==> src/verilog/ibr_pkg.sv <==
/*
 * Package for the serial bus status, baud and data buffer registers.
 * Assumes a 32-bit Avalon-MM slave port with word addressing.
 */
package ibr_pkg;
    // ------------------------------------------------------------
    // Register word offsets
    // ------------------------------------------------------------
    localparam logic [2:0] OFF_STATUS = 3'h0;
    localparam logic [2:0] OFF_BAUD0 = 3'h1;
    localparam logic [2:0] OFF_DATA = 3'h2;
    localparam logic [2:0] OFF_OWNADDR = 3'h3;
    localparam logic [2:0] OFF_EVT_STS = 3'h4;
    localparam logic [2:0] OFF_EVT_CLR = 3'h5;
    localparam logic [2:0] OFF_EVT_EN = 3'h6;
    // ------------------------------------------------------------
    // Status / control-two bit positions
    // ------------------------------------------------------------
    localparam int B_LASTBIT = 0;
    localparam int B_GCALL = 1;
    localparam int B_AHIT = 2;
    localparam int B_ALOST = 3;
    localparam int B_IRQN = 4;
    localparam int B_BUSY = 5;
    localparam int B_XMIT = 6;
    localparam int B_MASTER = 7;
    // ------------------------------------------------------------
    // Baud register zero layout and reset values
    // ------------------------------------------------------------
    localparam int B_IDLE_RUN = 6;
    localparam logic [7:0] BAUD0_FIXED = 8'hBE;
    localparam logic [7:0] BAUD0_FIXED_MASK = 8'hBF;
    localparam logic [7:0] DATA_RST = 8'h00;
    localparam logic [7:0] OWNADDR_RST = 8'h00;
    // ------------------------------------------------------------
    // Event bits: byte done, arbitration lost, stop, address hit
    // ------------------------------------------------------------
    localparam int EVT_N = 4;
    localparam int E_BYTE = 0;
    localparam int E_ALOST = 1;
    localparam int E_STOP = 2;
    localparam int E_AHIT = 3;
    localparam logic [3:0] BIT_LAST = 4'h7;
    localparam logic [3:0] BIT_ACK = 4'h8;

    typedef enum logic [2:0] {
        PH_FREE = 3'b001,
        PH_ADDR = 3'b010,
        PH_DATA = 3'b100
    } ibr_phase_e;

    typedef struct packed {
        logic rd;
        logic wr;
        logic [2:0] addr;
        logic [31:0] wdata;
        logic be0;
    } ibr_req_s;
endpackage

==> src/verilog/ibr_i2c_regs.sv <==
/*
 * Bus-mode status, baud register zero, data buffer and event logic
 * of a serial bus interface, with a light bit-level link follower.
 * Assumes Avalon-MM with waitrequest on mclk and raw bus pins from
 * outside the clock domain; the open-drain wire is resolved outside.
 */
// Notes on behaviour
// Status address reads status; writes there land in control register two.
// Status bits: last bit, general call, hit, lost, irq, busy, transmit, master.
// General call detection also sets the own-address hit flag.
// Unused upper bits of all three registers read zero and reset zero.
// Baud bit 6 chooses stop or keep running while in IDLE.
// Software always writes zero into baud bit 0.
// Fixed baud bits other than bit 0, including bit 7, always read back as one; bit 0 reads zero.
// Eight-bit data buffer, reset zero: read gives received, write transmits.
// Transmit data left-aligned, MSB first; received data right-aligned.
// Separate read and write storage; written data is never read back.
// Hardware clears master select on stop condition or arbitration loss.
// In slave mode transmit select follows the received direction bit.
module ibr_i2c_regs #(
    parameter int ADDR_W = 3
) (
    input wire logic mclk,
    input wire logic rstn,
    input wire logic [ADDR_W-1:0] address,
    input wire logic read,
    input wire logic write,
    input wire logic [31:0] writedata,
    input wire logic [3:0] byteenable,
    output logic [31:0] readdata,
    output logic waitrequest,
    input wire logic sclIn,
    input wire logic sdaIn,
    output logic sdaOut,
    output logic sdaOe,
    input wire logic idleMode,
    output logic idleStopped,
    output logic masterSelect,
    output logic serialBusIrq
);
    // ------------------------------------------------------------
    // Elaboration check
    // ------------------------------------------------------------
    if (ADDR_W < 3) begin : g_chk
        $error("ADDR_W must be at least 3");
    end

    // ------------------------------------------------------------
    // Bus request carrier and decode
    // ------------------------------------------------------------
    ibr_pkg::ibr_req_s req;
    logic waitFf;
    logic [31:0] rdataFf;
    logic hiAddr;
    logic busTake;
    logic busWr;
    logic busRdLatch;
    logic [31:0] rdMux;

    assign hiAddr = (ADDR_W > 3) ? |(address >> 3) : 1'b0;
    assign req.rd = read;
    assign req.wr = write;
    assign req.addr = hiAddr ? 3'h7 : address[2:0];
    assign req.wdata = writedata;
    assign req.be0 = byteenable[0];
    assign busTake = (req.rd | req.wr) & ~waitFf;
    assign busWr = busTake & req.wr & req.be0;
    assign busRdLatch = req.rd & waitFf;

    wire wrStatus = busWr & (req.addr == ibr_pkg::OFF_STATUS);
    wire wrBaud = busWr & (req.addr == ibr_pkg::OFF_BAUD0);
    wire wrData = busWr & (req.addr == ibr_pkg::OFF_DATA);
    wire wrOwn = busWr & (req.addr == ibr_pkg::OFF_OWNADDR);
    wire wrClr = busWr & (req.addr == ibr_pkg::OFF_EVT_CLR);
    wire wrEn = busWr & (req.addr == ibr_pkg::OFF_EVT_EN);
    wire rdData = busTake & req.rd & (req.addr == ibr_pkg::OFF_DATA);

    // ------------------------------------------------------------
    // Pin synchronisers and edge detection
    // ------------------------------------------------------------
    logic [1:0] sclSyncFf;
    logic [1:0] sdaSyncFf;
    logic sclPrevFf;
    logic sdaPrevFf;

    always_ff @(posedge mclk or negedge rstn) begin
        if (!rstn) begin
            sclSyncFf <= 2'h3;
            sdaSyncFf <= 2'h3;
            sclPrevFf <= 1'b1;
            sdaPrevFf <= 1'b1;
        end else begin
            sclSyncFf <= {sclSyncFf[0], sclIn};
            sdaSyncFf <= {sdaSyncFf[0], sdaIn};
            sclPrevFf <= sclSyncFf[1];
            sdaPrevFf <= sdaSyncFf[1];
        end
    end

    wire scl = sclSyncFf[1];
    wire sda = sdaSyncFf[1];
    logic idleRunFf;
    // Whole link follower freezes while stopped in IDLE
    wire run = ~(idleMode & ~idleRunFf);
    wire sclRise = run & scl & ~sclPrevFf;
    wire sclFall = run & ~scl & sclPrevFf;
    wire startSeen = run & scl & sclPrevFf & ~sda & sdaPrevFf;
    wire stopSeen = run & scl & sclPrevFf & sda & ~sdaPrevFf;

    // ------------------------------------------------------------
    // Register state
    // ------------------------------------------------------------
    ibr_pkg::ibr_phase_e phaseFf;
    ibr_pkg::ibr_phase_e nxt_phase;
    logic [3:0] bitCntFf;
    logic [6:0] shiftFf;
    logic [7:0] rxBufFf;
    logic [7:0] txBufFf;
    logic [7:0] ownAddrFf;
    logic lastBitFf;
    logic gcallFf;
    logic ahitFf;
    logic alostFf;
    logic irqnFf;
    logic busyFf;
    logic xmitSelFf;
    logic masterFf;
    logic sdaOeFf;
    logic [ibr_pkg::EVT_N-1:0] evtStsFf;
    logic [ibr_pkg::EVT_N-1:0] evtEnFf;
    logic irqFf;
    logic [7:0] statusVec;
    logic [7:0] baudVec;

    // Received byte is right-aligned, last bit on the LSB
    wire byteDone = sclRise & (bitCntFf == ibr_pkg::BIT_LAST);
    wire [7:0] rxByte = {shiftFf, sda};
    wire gcallHit = byteDone & (phaseFf == ibr_pkg::PH_ADDR)
        & (rxByte == 8'h00);
    wire ownHit = byteDone & (phaseFf == ibr_pkg::PH_ADDR)
        & (rxByte[7:1] == ownAddrFf[7:1]);
    wire addrHit = gcallHit | ownHit;
    // Released line read back low while we send a one
    wire arbLostEvt = sclRise & masterFf & xmitSelFf & ~sdaOeFf & ~sda
        & (bitCntFf < ibr_pkg::BIT_ACK);
    wire [3:0] txIdx = ibr_pkg::BIT_LAST - bitCntFf;
    wire txBit = txBufFf[txIdx[2:0]];
    // Slave never drives while an address byte comes in
    wire txDrive = xmitSelFf & (masterFf | (phaseFf == ibr_pkg::PH_DATA));

    // ------------------------------------------------------------
    // Link phase machine
    // ------------------------------------------------------------
    always_comb begin
        nxt_phase = phaseFf;
        case (phaseFf)
            ibr_pkg::PH_FREE: begin
                if (startSeen) begin
                    nxt_phase = ibr_pkg::PH_ADDR;
                end
            end
            ibr_pkg::PH_ADDR: begin
                if (stopSeen) begin
                    nxt_phase = ibr_pkg::PH_FREE;
                end else if (byteDone) begin
                    nxt_phase = ibr_pkg::PH_DATA;
                end
            end
            ibr_pkg::PH_DATA: begin
                if (stopSeen) begin
                    nxt_phase = ibr_pkg::PH_FREE;
                end else if (startSeen) begin
                    nxt_phase = ibr_pkg::PH_ADDR;
                end
            end
            default: nxt_phase = ibr_pkg::PH_FREE;
        endcase
    end

    always_ff @(posedge mclk or negedge rstn) begin
        if (!rstn) begin
            phaseFf <= ibr_pkg::PH_FREE;
            bitCntFf <= 4'h0;
            shiftFf <= 7'h00;
        end else begin
            phaseFf <= nxt_phase;
            if (startSeen || stopSeen) begin
                bitCntFf <= 4'h0;
            end else if (sclRise) begin
                bitCntFf <= (bitCntFf == ibr_pkg::BIT_ACK) ? 4'h0
                    : bitCntFf + 4'h1;
                shiftFf <= {shiftFf[5:0], sda};
            end
        end
    end

    // ------------------------------------------------------------
    // Status flags and control register two
    // ------------------------------------------------------------
    always_ff @(posedge mclk or negedge rstn) begin
        if (!rstn) begin
            lastBitFf <= 1'b0;
            gcallFf <= 1'b0;
            ahitFf <= 1'b0;
            alostFf <= 1'b0;
            irqnFf <= 1'b1;
            busyFf <= 1'b0;
            xmitSelFf <= 1'b0;
            masterFf <= 1'b0;
        end else begin
            if (wrStatus) begin
                xmitSelFf <= req.wdata[ibr_pkg::B_XMIT];
                masterFf <= req.wdata[ibr_pkg::B_MASTER];
                alostFf <= 1'b0;
            end
            if (startSeen) begin
                busyFf <= 1'b1;
                gcallFf <= 1'b0;
                ahitFf <= 1'b0;
            end
            if (stopSeen) begin
                busyFf <= 1'b0;
                masterFf <= 1'b0;
            end
            if (arbLostEvt) begin
                alostFf <= 1'b1;
                masterFf <= 1'b0;
            end
            if (byteDone) begin
                lastBitFf <= sda;
            end
            if (gcallHit) begin
                gcallFf <= 1'b1;
            end
            if (addrHit) begin
                ahitFf <= 1'b1;
            end
            if (addrHit && !masterFf) begin
                xmitSelFf <= rxByte[0];
            end
            // Request pending until software touches the buffer or writes status with bit 4 set
            if (byteDone || arbLostEvt) begin
                irqnFf <= 1'b0;
            end else if (rdData || wrData
                || (wrStatus && req.wdata[ibr_pkg::B_IRQN])) begin
                irqnFf <= 1'b1;
            end
        end
    end

    // ------------------------------------------------------------
    // Baud zero, own address, data buffers
    // ------------------------------------------------------------
    always_ff @(posedge mclk or negedge rstn) begin
        if (!rstn) begin
            idleRunFf <= 1'b0;
            ownAddrFf <= ibr_pkg::OWNADDR_RST;
            rxBufFf <= ibr_pkg::DATA_RST;
            txBufFf <= ibr_pkg::DATA_RST;
        end else begin
            if (wrBaud) begin
                idleRunFf <= req.wdata[ibr_pkg::B_IDLE_RUN];
            end
            if (wrOwn) begin
                ownAddrFf <= req.wdata[7:0];
            end
            if (byteDone) begin
                rxBufFf <= rxByte;
            end
            // Write side kept apart so reads never see it
            if (wrData) begin
                txBufFf <= req.wdata[7:0];
            end
        end
    end

    // ------------------------------------------------------------
    // Data drive: MSB first, changed on the falling clock
    // ------------------------------------------------------------
    always_ff @(posedge mclk or negedge rstn) begin
        if (!rstn) begin
            sdaOeFf <= 1'b0;
        end else if (startSeen || stopSeen || arbLostEvt) begin
            sdaOeFf <= 1'b0;
        end else if (sclFall) begin
            sdaOeFf <= txDrive & (bitCntFf < ibr_pkg::BIT_ACK)
                & ~txBit;
        end
    end

    // ------------------------------------------------------------
    // Events, mask and interrupt line
    // ------------------------------------------------------------
    logic [ibr_pkg::EVT_N-1:0] evtSet;
    assign evtSet[ibr_pkg::E_BYTE] = byteDone;
    assign evtSet[ibr_pkg::E_ALOST] = arbLostEvt;
    assign evtSet[ibr_pkg::E_STOP] = stopSeen;
    assign evtSet[ibr_pkg::E_AHIT] = addrHit;

    for (genvar i = 0; i < ibr_pkg::EVT_N; i++) begin : g_evt
        // Set beats a clear landing on the same edge
        always_ff @(posedge mclk or negedge rstn) begin
            if (!rstn) begin
                evtStsFf[i] <= 1'b0;
            end else if (evtSet[i]) begin
                evtStsFf[i] <= 1'b1;
            end else if (wrClr && req.wdata[i]) begin
                evtStsFf[i] <= 1'b0;
            end
        end
    end

    always_ff @(posedge mclk or negedge rstn) begin
        if (!rstn) begin
            evtEnFf <= '0;
            irqFf <= 1'b0;
        end else begin
            if (wrEn) begin
                evtEnFf <= req.wdata[ibr_pkg::EVT_N-1:0];
            end
            irqFf <= |(evtStsFf & evtEnFf);
        end
    end

    // ------------------------------------------------------------
    // Read mux and bus handshake
    // ------------------------------------------------------------
    assign statusVec = {masterFf, xmitSelFf, busyFf, irqnFf, alostFf,
        ahitFf, gcallFf, lastBitFf};
    assign baudVec = ibr_pkg::BAUD0_FIXED
        | ({7'h00, idleRunFf} << ibr_pkg::B_IDLE_RUN);

    // Upper bits zero-padded on every mapped word
    assign rdMux =
        (req.addr == ibr_pkg::OFF_STATUS) ? {24'h0, statusVec} :
        (req.addr == ibr_pkg::OFF_BAUD0) ? {24'h0, baudVec} :
        (req.addr == ibr_pkg::OFF_DATA) ? {24'h0, rxBufFf} :
        (req.addr == ibr_pkg::OFF_OWNADDR) ? {24'h0, ownAddrFf} :
        (req.addr == ibr_pkg::OFF_EVT_STS) ? {28'h0, evtStsFf} :
        (req.addr == ibr_pkg::OFF_EVT_EN) ? {28'h0, evtEnFf} :
        32'h0;

    always_ff @(posedge mclk or negedge rstn) begin
        if (!rstn) begin
            waitFf <= 1'b1;
            rdataFf <= 32'h0;
            idleStopped <= 1'b0;
        end else begin
            // One wait cycle: latch data, then drop waitrequest
            waitFf <= ~((req.rd | req.wr) & waitFf);
            if (busRdLatch) begin
                rdataFf <= rdMux;
            end
            idleStopped <= ~run;
        end
    end

    assign readdata = rdataFf;
    assign waitrequest = waitFf;
    assign sdaOut = 1'b0;
    assign sdaOe = sdaOeFf;
    assign masterSelect = masterFf;
    assign serialBusIrq = irqFf;
endmodule

==> config.mk <==
export PLATFORM = sky130hd
export DESIGN_NAME = ibr_i2c_regs
export DESIGN_NICKNAME = d
export VERILOG_FILES = /design/src/verilog/ibr_pkg.sv /design/src/verilog/ibr_i2c_regs.sv
export SDC_FILE = /design/constraint.sdc
export NUM_CORES = 1
export LEC_CHECK = 0
export BUFFER_PORTS_ARGS = -buffer_cell sky130_fd_sc_hd__buf_2
export CORE_MARGIN = 5
export CORE_UTILIZATION = 42
export CTS_BUF_LIST = sky130_fd_sc_hd__clkbuf_8
export CTS_CLUSTER_SIZE = 12
export DETAILED_ROUTE_END_ITERATION = 8
export PLACE_DENSITY_LB_ADDON = 0.1
export SYNTH_ARGS = -nofsm -noshare
export SYNTH_HDL_FRONTEND = slang
export SYNTH_SLANG_ARGS = --single-unit
==> constraint.sdc <==
create_clock -name mclk -period 4.75 [get_ports mclk]
set_input_delay 0.475 -clock mclk [delete_from_list [all_inputs] [get_ports mclk]]
set_output_delay 0.475 -clock mclk [all_outputs]
set_load 0.1 [all_outputs]
==> results by group, run 1 <==
Critical path
  • CP Launch Type: flop
  • CP Class: flop to flop
  • Worst setup EP type: flop
  • Arrival @ worst endpoint: 2.38 ns
  • Worst R2R Path Depth: 7
  • Worst EP required: about 5 ns
  • CP Max Fanout: 13

Place
  • HPWL Detailed: roughly 5400 um
  • Dpl cell area: around 3700 um^2
  • Routability cong.: 0.764
  • Port bufs: 31

Detailed routing
  • Pre-antenna DRT Iters: 4
  • Via count: between 2000 and 2500
  • Drt first-iter violations: 106
  • Vias per cell: 5.10
  • Antenna viol nets, final: 0
  • Drt total wl: ~7700 um
  • Drt wl/cell: 16.6 um
  • DR DRC count: 0

Logic synthesis
  • Sequential share of the synthesized area: ~51%
  • Yosys top cell by area: dfrtp_1
  • Post-synth top area share: 44.2%
  • Ys async rst share: 100%
  • Mapped Cells: around 320
  • Simple-Gate Fraction of Synth Area: approximately 15%
  • Synth Area in Adders: less than 1%
  • Register bit count reported by yosys: a little over 70
  • Post-synth top cells: 63 x dfrtp_1, 53 x nand2_1, 33 x mux2_2, 25 x buf_4, 13 x nor3_1
  • Netlist cell types: 52
  • Main combinational cell family by area after synthesis: simple AND/OR/NAND/NOR gates
  • Count leader, synth: dfrtp_1
  • Synth Area in Compound Gates: a little under a tenth
  • Main area contributors after synthesis: dfrtp_1 44%, mux2_2 10%, dfstp_2 6.6%
  • Xor/xnor share of the synthesized area: under 10%
  • Synth Area per Inst: ~11 um^2
  • Synth Warn #: 0
  • Primary FF master, synth: dfrtp_1
  • Multiplexer share of the synthesized area: approximately 14%
  • EDFF count, synth: 0
  • Post-Syn Area: approximately 3600 um^2

CTS
  • Reg clk slew, reported paths: around 0.070 ns
  • Clk Latency, worst-skew pair: ~0.35 ns
  • Clk sink count: slightly above 70
  • CTS tree: built
  • CTS Hold Bufs: 0
  • Postcts setup bufs: 0
  • Post-CTS Resized: 0
  • Clock Path Buffers: 2
  • CTS H-tree lvls: 3
  • Root buffer cell: clkbuf_8
  • CTS buffer count: 9

Global routing
  • Pin count of the biggest net entering global routing: 73
  • Vias in the first global route: roughly 2300
  • First-pass GRT wire length: around 12000 um
  • Total track usage: between 10% and 20%
  • Global route overflow: 0
  • Initial antenna violation count: 0

STA
  • Fin Hold WS: between 0.2 and 0.25 ns
  • Slew Limit Fails: 0
  • Count of final setup violators: 0
  • Clock Skew: 0.0163 ns
  • FMAX: between 0.4 and 0.5 GHz
  • Final hold vios: 0
  • TNS Setup: 0 ns
  • Slew @ Worst Pin: around 0.89 ns
  • RSZ-0062 raised after global routing: false
  • Tcrit/Tclk final: between 40% and 50%
  • Fin crit period: roughly 2.2 ns
  • Slew HR: approximately 40%

Pwr
  • Pwr Total: 1.86 mW
  • Peak supply drop: about 160 uV
  • Leak: 1.87 nW
  • P per Cell Area: roughly 470 nW/um^2

Hold path
  • Min-delay worst type: primary input to flop
  • Hold path depth: 1

Floorplan
  • # rows: 33
  • Initial core utilization: about 43%
  • Core footprint: approximately 8300 um^2
  • Die W: 102 um
  • Vert. Die Dim: around 100 um
  • Top-level port count: 84
  • Die ar.: 10400 um^2

Layout
  • Filler cell count: a little under 800
  • Area growth syn-to-layout: 10.1%
  • Antenna cell count: 0
  • Post-route cell area: 3930 um^2
  • Share of cells above drive strength 1: just under 30%
  • Final #Nets: 400

Run
  • Maxcap violations: 0

Outcome
  • Run status: completed
-- through the flow --
stage	utilization, %	std cells	setup slack (ns)
CTS	47.5	463	2.60
floorplan	-	348	2.84
global placement	44.8	447	2.44
finish	47.5	463	2.60
detailed placement	44.8	447	2.43
global route	47.5	463	2.49
-- logic make-up after synthesis --
| logic type | Yosys count |
|---|---|
| adders and majority gates | 1 |
| buffers and inverters | 51 |
| DFF | 72 |
| and+or+nand+nor | 98 |
| muxes | 43 |
| AOI/OAI and AO/OA | 50 |
| xor gates and xnor gates | 8 |
| other | 1 |
-- layout by cell type (no fill, tap or decap), types with 3 or more instances in the layout --
| cell type | instances |
|---|---|
| dfrtp_1 | 63 |
| mux4_2 | 3 |
| buf_2 | 30 |
| mux2_2 | 33 |
| o22ai_1 | 7 |
| nand3b_1 | 3 |
| conb_1 | 25 |
| a21oi_1 | 8 |
| nor3b_1 | 3 |
| a21o_1 | 5 |
| mux2i_1 | 6 |
| dfstp_2 | 9 |
| o31ai_1 | 4 |
| o21ai_0 | 11 |
| inv_1 | 12 |
| clkbuf_8 | 10 |
| xnor2_1 | 5 |
| nand2b_1 | 4 |
| nor3_1 | 13 |
| o211ai_1 | 4 |
| xor2_1 | 3 |
| nand2_1 | 53 |
| nor2_1 | 4 |
-- worst max-delay path, stage by stage (launching register included) --
cell and delay [ns]:
dfrtp_1 0.53, ha_1 0.24, nand3b_1 0.09, nor3_1 0.15, buf_4 0.26, nand2_1 0.16, nor3_1 0.24, mux2_2 0.36
-- cell type report --
type                            instances  area [um^2]  share of cell area (%)
Timing Repair Buffer                   32          165                    4.21
Clock inverter                          6         85.1                    2.17
Sequential cell                        72         1810                    46.2
Inverter                               13         48.8                    1.24
Multi-Input combinational cell        225         1540                    39.3
Clock buffer                           10          138                    3.51
Tap cell                              105          131                    3.35
-- flip-flops by register name, indices dropped and copies added (netlist names), 2 cells and up --
name,cells
phaseFf,3
readdata,8
txBufFf,8
shiftFf,7
bitCntFf,4
ownAddrFf,8
evtEnFf,4
sclSyncFf,2
sdaSyncFf,2
evtStsFf,4
rxBufFf,8
-- path summary, 6_finish.rpt --
check                                        start                       end  slack (ns)
setup reg to reg           bitCntFf[0]$_DFFE_PN0P_     xmitSelFf$_DFFE_PN0P_        2.60
setup / recovery           bitCntFf[0]$_DFFE_PN0P_     xmitSelFf$_DFFE_PN0P_        2.60
min in group asynchronous                     rstn    txBufFf[0]$_DFFE_PN0P_        0.25
hold / removal                               sdaIn    sdaSyncFf[0]$_DFF_PN1_        0.23
hold reg to reg             sclSyncFf[0]$_DFF_PN1_    sclSyncFf[1]$_DFF_PN1_        0.36
max in group asynchronous                     rstn  ownAddrFf[2]$_DFFE_PN0P_        3.91
-- metal layers --
layer	vias to the layer above	GRT usage, %	wire, um
met5	-	0	0
met4	0	5.95	142
met3	10	3.96	402
met2	60	23.4	3480
met1	1141	21.7	3650
li1	1148	-	-
-- where the power goes --
group / switching (mW) / internal [mW]
sequential: 0.0981 / 0.719
combinational: 0.355 / 0.150
clock: 0.227 / 0.308
total: 0.680 / 1.18
Power figures use the tool's default switching activity.
==> inputs of run 2 (changes only) <==
==> constraint.sdc (replaced) <==
create_clock -name mclk -period 2 [get_ports mclk]
set_input_delay 0.2 -clock mclk [delete_from_list [all_inputs] [get_ports mclk]]
set_output_delay 0.2 -clock mclk [all_outputs]
set_load 0.1 [all_outputs]
==> results by group, run 2 (synthesized netlist as in run 1, its figures left out) <==
Floorplan
  • Core footprint: about 8300 um^2
  • Vert. Die Dim: a little over 100 um
  • Initial core utilization: around 43%
  • Die ar.: approximately 10000 um^2
  • Die W: 102 um
  • # rows: 33
  • Top-level port count: between 80 and 90

CTS
  • Postcts setup bufs: 0
  • Clk sink count: between 70 and 80
  • Reg clk slew, reported paths: 0.08 ns
  • CTS H-tree lvls: 3
  • Root buffer cell: clkbuf_8
  • Clock Path Buffers: 2
  • Post-CTS Resized: 0
  • CTS tree: built
  • Clk Latency, worst-skew pair: 0.35 ns
  • CTS buffer count: 9

Global routing
  • Total track usage: 16.1%
  • First-pass GRT wire length: 12700 um
  • Initial antenna violation count: 0
  • Vias in the first global route: 2404
  • Global route overflow: 0
  • Pin count of the biggest net entering global routing: between 40 and 50

Detailed routing
  • Vias per cell: 5.03
  • Drt first-iter violations: 96
  • Pre-antenna DRT Iters: 4
  • Drt total wl: 7810 um
  • Antenna viol nets, final: 0
  • Drt wl/cell: approximately 16 um
  • DR DRC count: 0
  • Via count: 2411

Place
  • Port bufs: 31
  • HPWL Detailed: 5710 um
  • Routability cong.: 0.789

Pwr
  • Peak supply drop: 479 uV
  • Leak: approximately 1.9 nW
  • P per Cell Area: between 1000 and 1500 nW/um^2
  • Pwr Total: a little over 4 mW

STA
  • TNS Setup: 0 ns
  • Final hold vios: 0
  • Slew Limit Fails: 0
  • Tcrit/Tclk final: ~90%
  • Fin crit period: about 1.8 ns
  • Slew HR: 63.0%
  • RSZ-0062 raised after global routing: false
  • Slew @ Worst Pin: about 0.55 ns
  • FMAX: around 0.56 GHz
  • Count of final setup violators: 0
  • Clock Skew: 0.0136 ns

Critical path
  • Worst EP required: 2.22 ns
  • Arrival @ worst endpoint: between 2 and 2.5 ns
  • Worst setup EP type: flop
  • CP Max Fanout: 3
  • Reg2reg start: ownAddrFf[4]$_DFFE_PN0P_
  • Reg-to-reg slack, setup: roughly 0.2 ns
  • CP Class: flop to flop
  • Launch point of the critical path: ownAddrFf[4]$_DFFE_PN0P_
  • CP Launch Type: flop
  • RR Endpoint: xmitSelFf$_DFFE_PN0P_
  • Worst R2R Path Depth: 5

Layout
  • Final #Nets: between 400 and 500
  • Antenna cell count: 0
  • Share of cells above drive strength 1: 30.7%
  • Area growth syn-to-layout: 12.2%
  • Most frequent cells in the layout: 63 x dfrtp_1, 53 x nand2_1, 33 x mux2_2, 30 x buf_2, 25 x conb_1
  • Filler cell count: 798
  • Most common cell after layout, fill and taps aside: dfrtp_1

Outcome
  • Run status: completed

Hold path
  • Worst hold endpoint: waitrequest$_DFF_PN1_
  • Hold Crit Start: read
  • Min-delay worst type: primary input to flop
  • Hold path depth: 2

Run
  • Maxcap violations: 0
==> run 2: cell count changes in the layout (fill, tap and decap cells not counted) <==
| cell | change |
|---|---|
| inv_1 | +2 |
| dlygate4sd3_1 | +3 |
| bufinv_16 | -2 |
| clkinv_4 | -1 |
| buf_4 | +12 |
| clkbuf_8 | -1 |
| clkinv_2 | +2 |
| buf_12 | +1 |
==> run 2: how the worst max path moves through the flow <==
stage	endpoint	slack, ns	cells past startpoint
finish	xmitSelFf$_DFFE_PN0P_	0.20	5
global route	xmitSelFf$_DFFE_PN0P_	0.05	5
CTS	xmitSelFf$_DFFE_PN0P_	0.17	5
detailed placement	xmitSelFf$_DFFE_PN0P_	0.19	5
global placement	xmitSelFf$_DFFE_PN0P_	0.22	5
floorplan	xmitSelFf$_DFFE_PN0P_	0.09	4
==> run 2: routing by layer <==
layer,track usage [%],share of wire [%]
met5,0,0
met4,5.05,1.3
met3,4.16,5.3
met2,25.6,46
met1,21.5,48
==> run 2: report_power, final <==
group	switching [mW]	leakage [nW]	total, mW	internal, mW
clock	0.528	0.0926	0.958	0.430
combinational	0.887	0.921	1.29	0.400
sequential	0.194	0.918	1.90	1.71
==> run 2: critical path, stage by stage, from the launching register on <==
cell	delay, ns
dfrtp_1	0.45
xnor2_1	0.18
nand4_1	0.12
o41a_1	0.36
nor3_1	0.22
mux2_2	0.35
==> run 2: timing repair <==
item                       4_1_cts  5_1_grt
hold buffers                     3        0
hold endpoints to repair        29        0
setup endpoints to repair        0        0
==> run 2: layout make-up <==
class	instances	area, um^2	share of cell area [%]
Clock buffer	9	124	3.10
Clock inverter	7	33.8	0.845
Inverter	13	48.8	1.22
Multi-Input combinational cell	225	1540	38.6
Sequential cell	72	1810	45.3
Tap cell	105	131	3.28
Timing Repair Buffer	48	305	7.63
==> run 2: per-stage QoR <==
stage | area (um^2) | hold slack [ns] | std cells | util [%] | setup slack (ns)
after floorplan | 3660 | -0.0956 | 348 | - | 0.0856
after global placement | 3810 | 0.151 | 460 | 46.2 | 0.222
after detailed placement | 3810 | 0.159 | 460 | 46.2 | 0.191
after CTS | 4000 | 0.00878 | 479 | 48.4 | 0.170
after global routing | 4000 | 0.0303 | 479 | 48.4 | 0.0486
final | 4000 | 0.0182 | 479 | 48.4 | 0.199
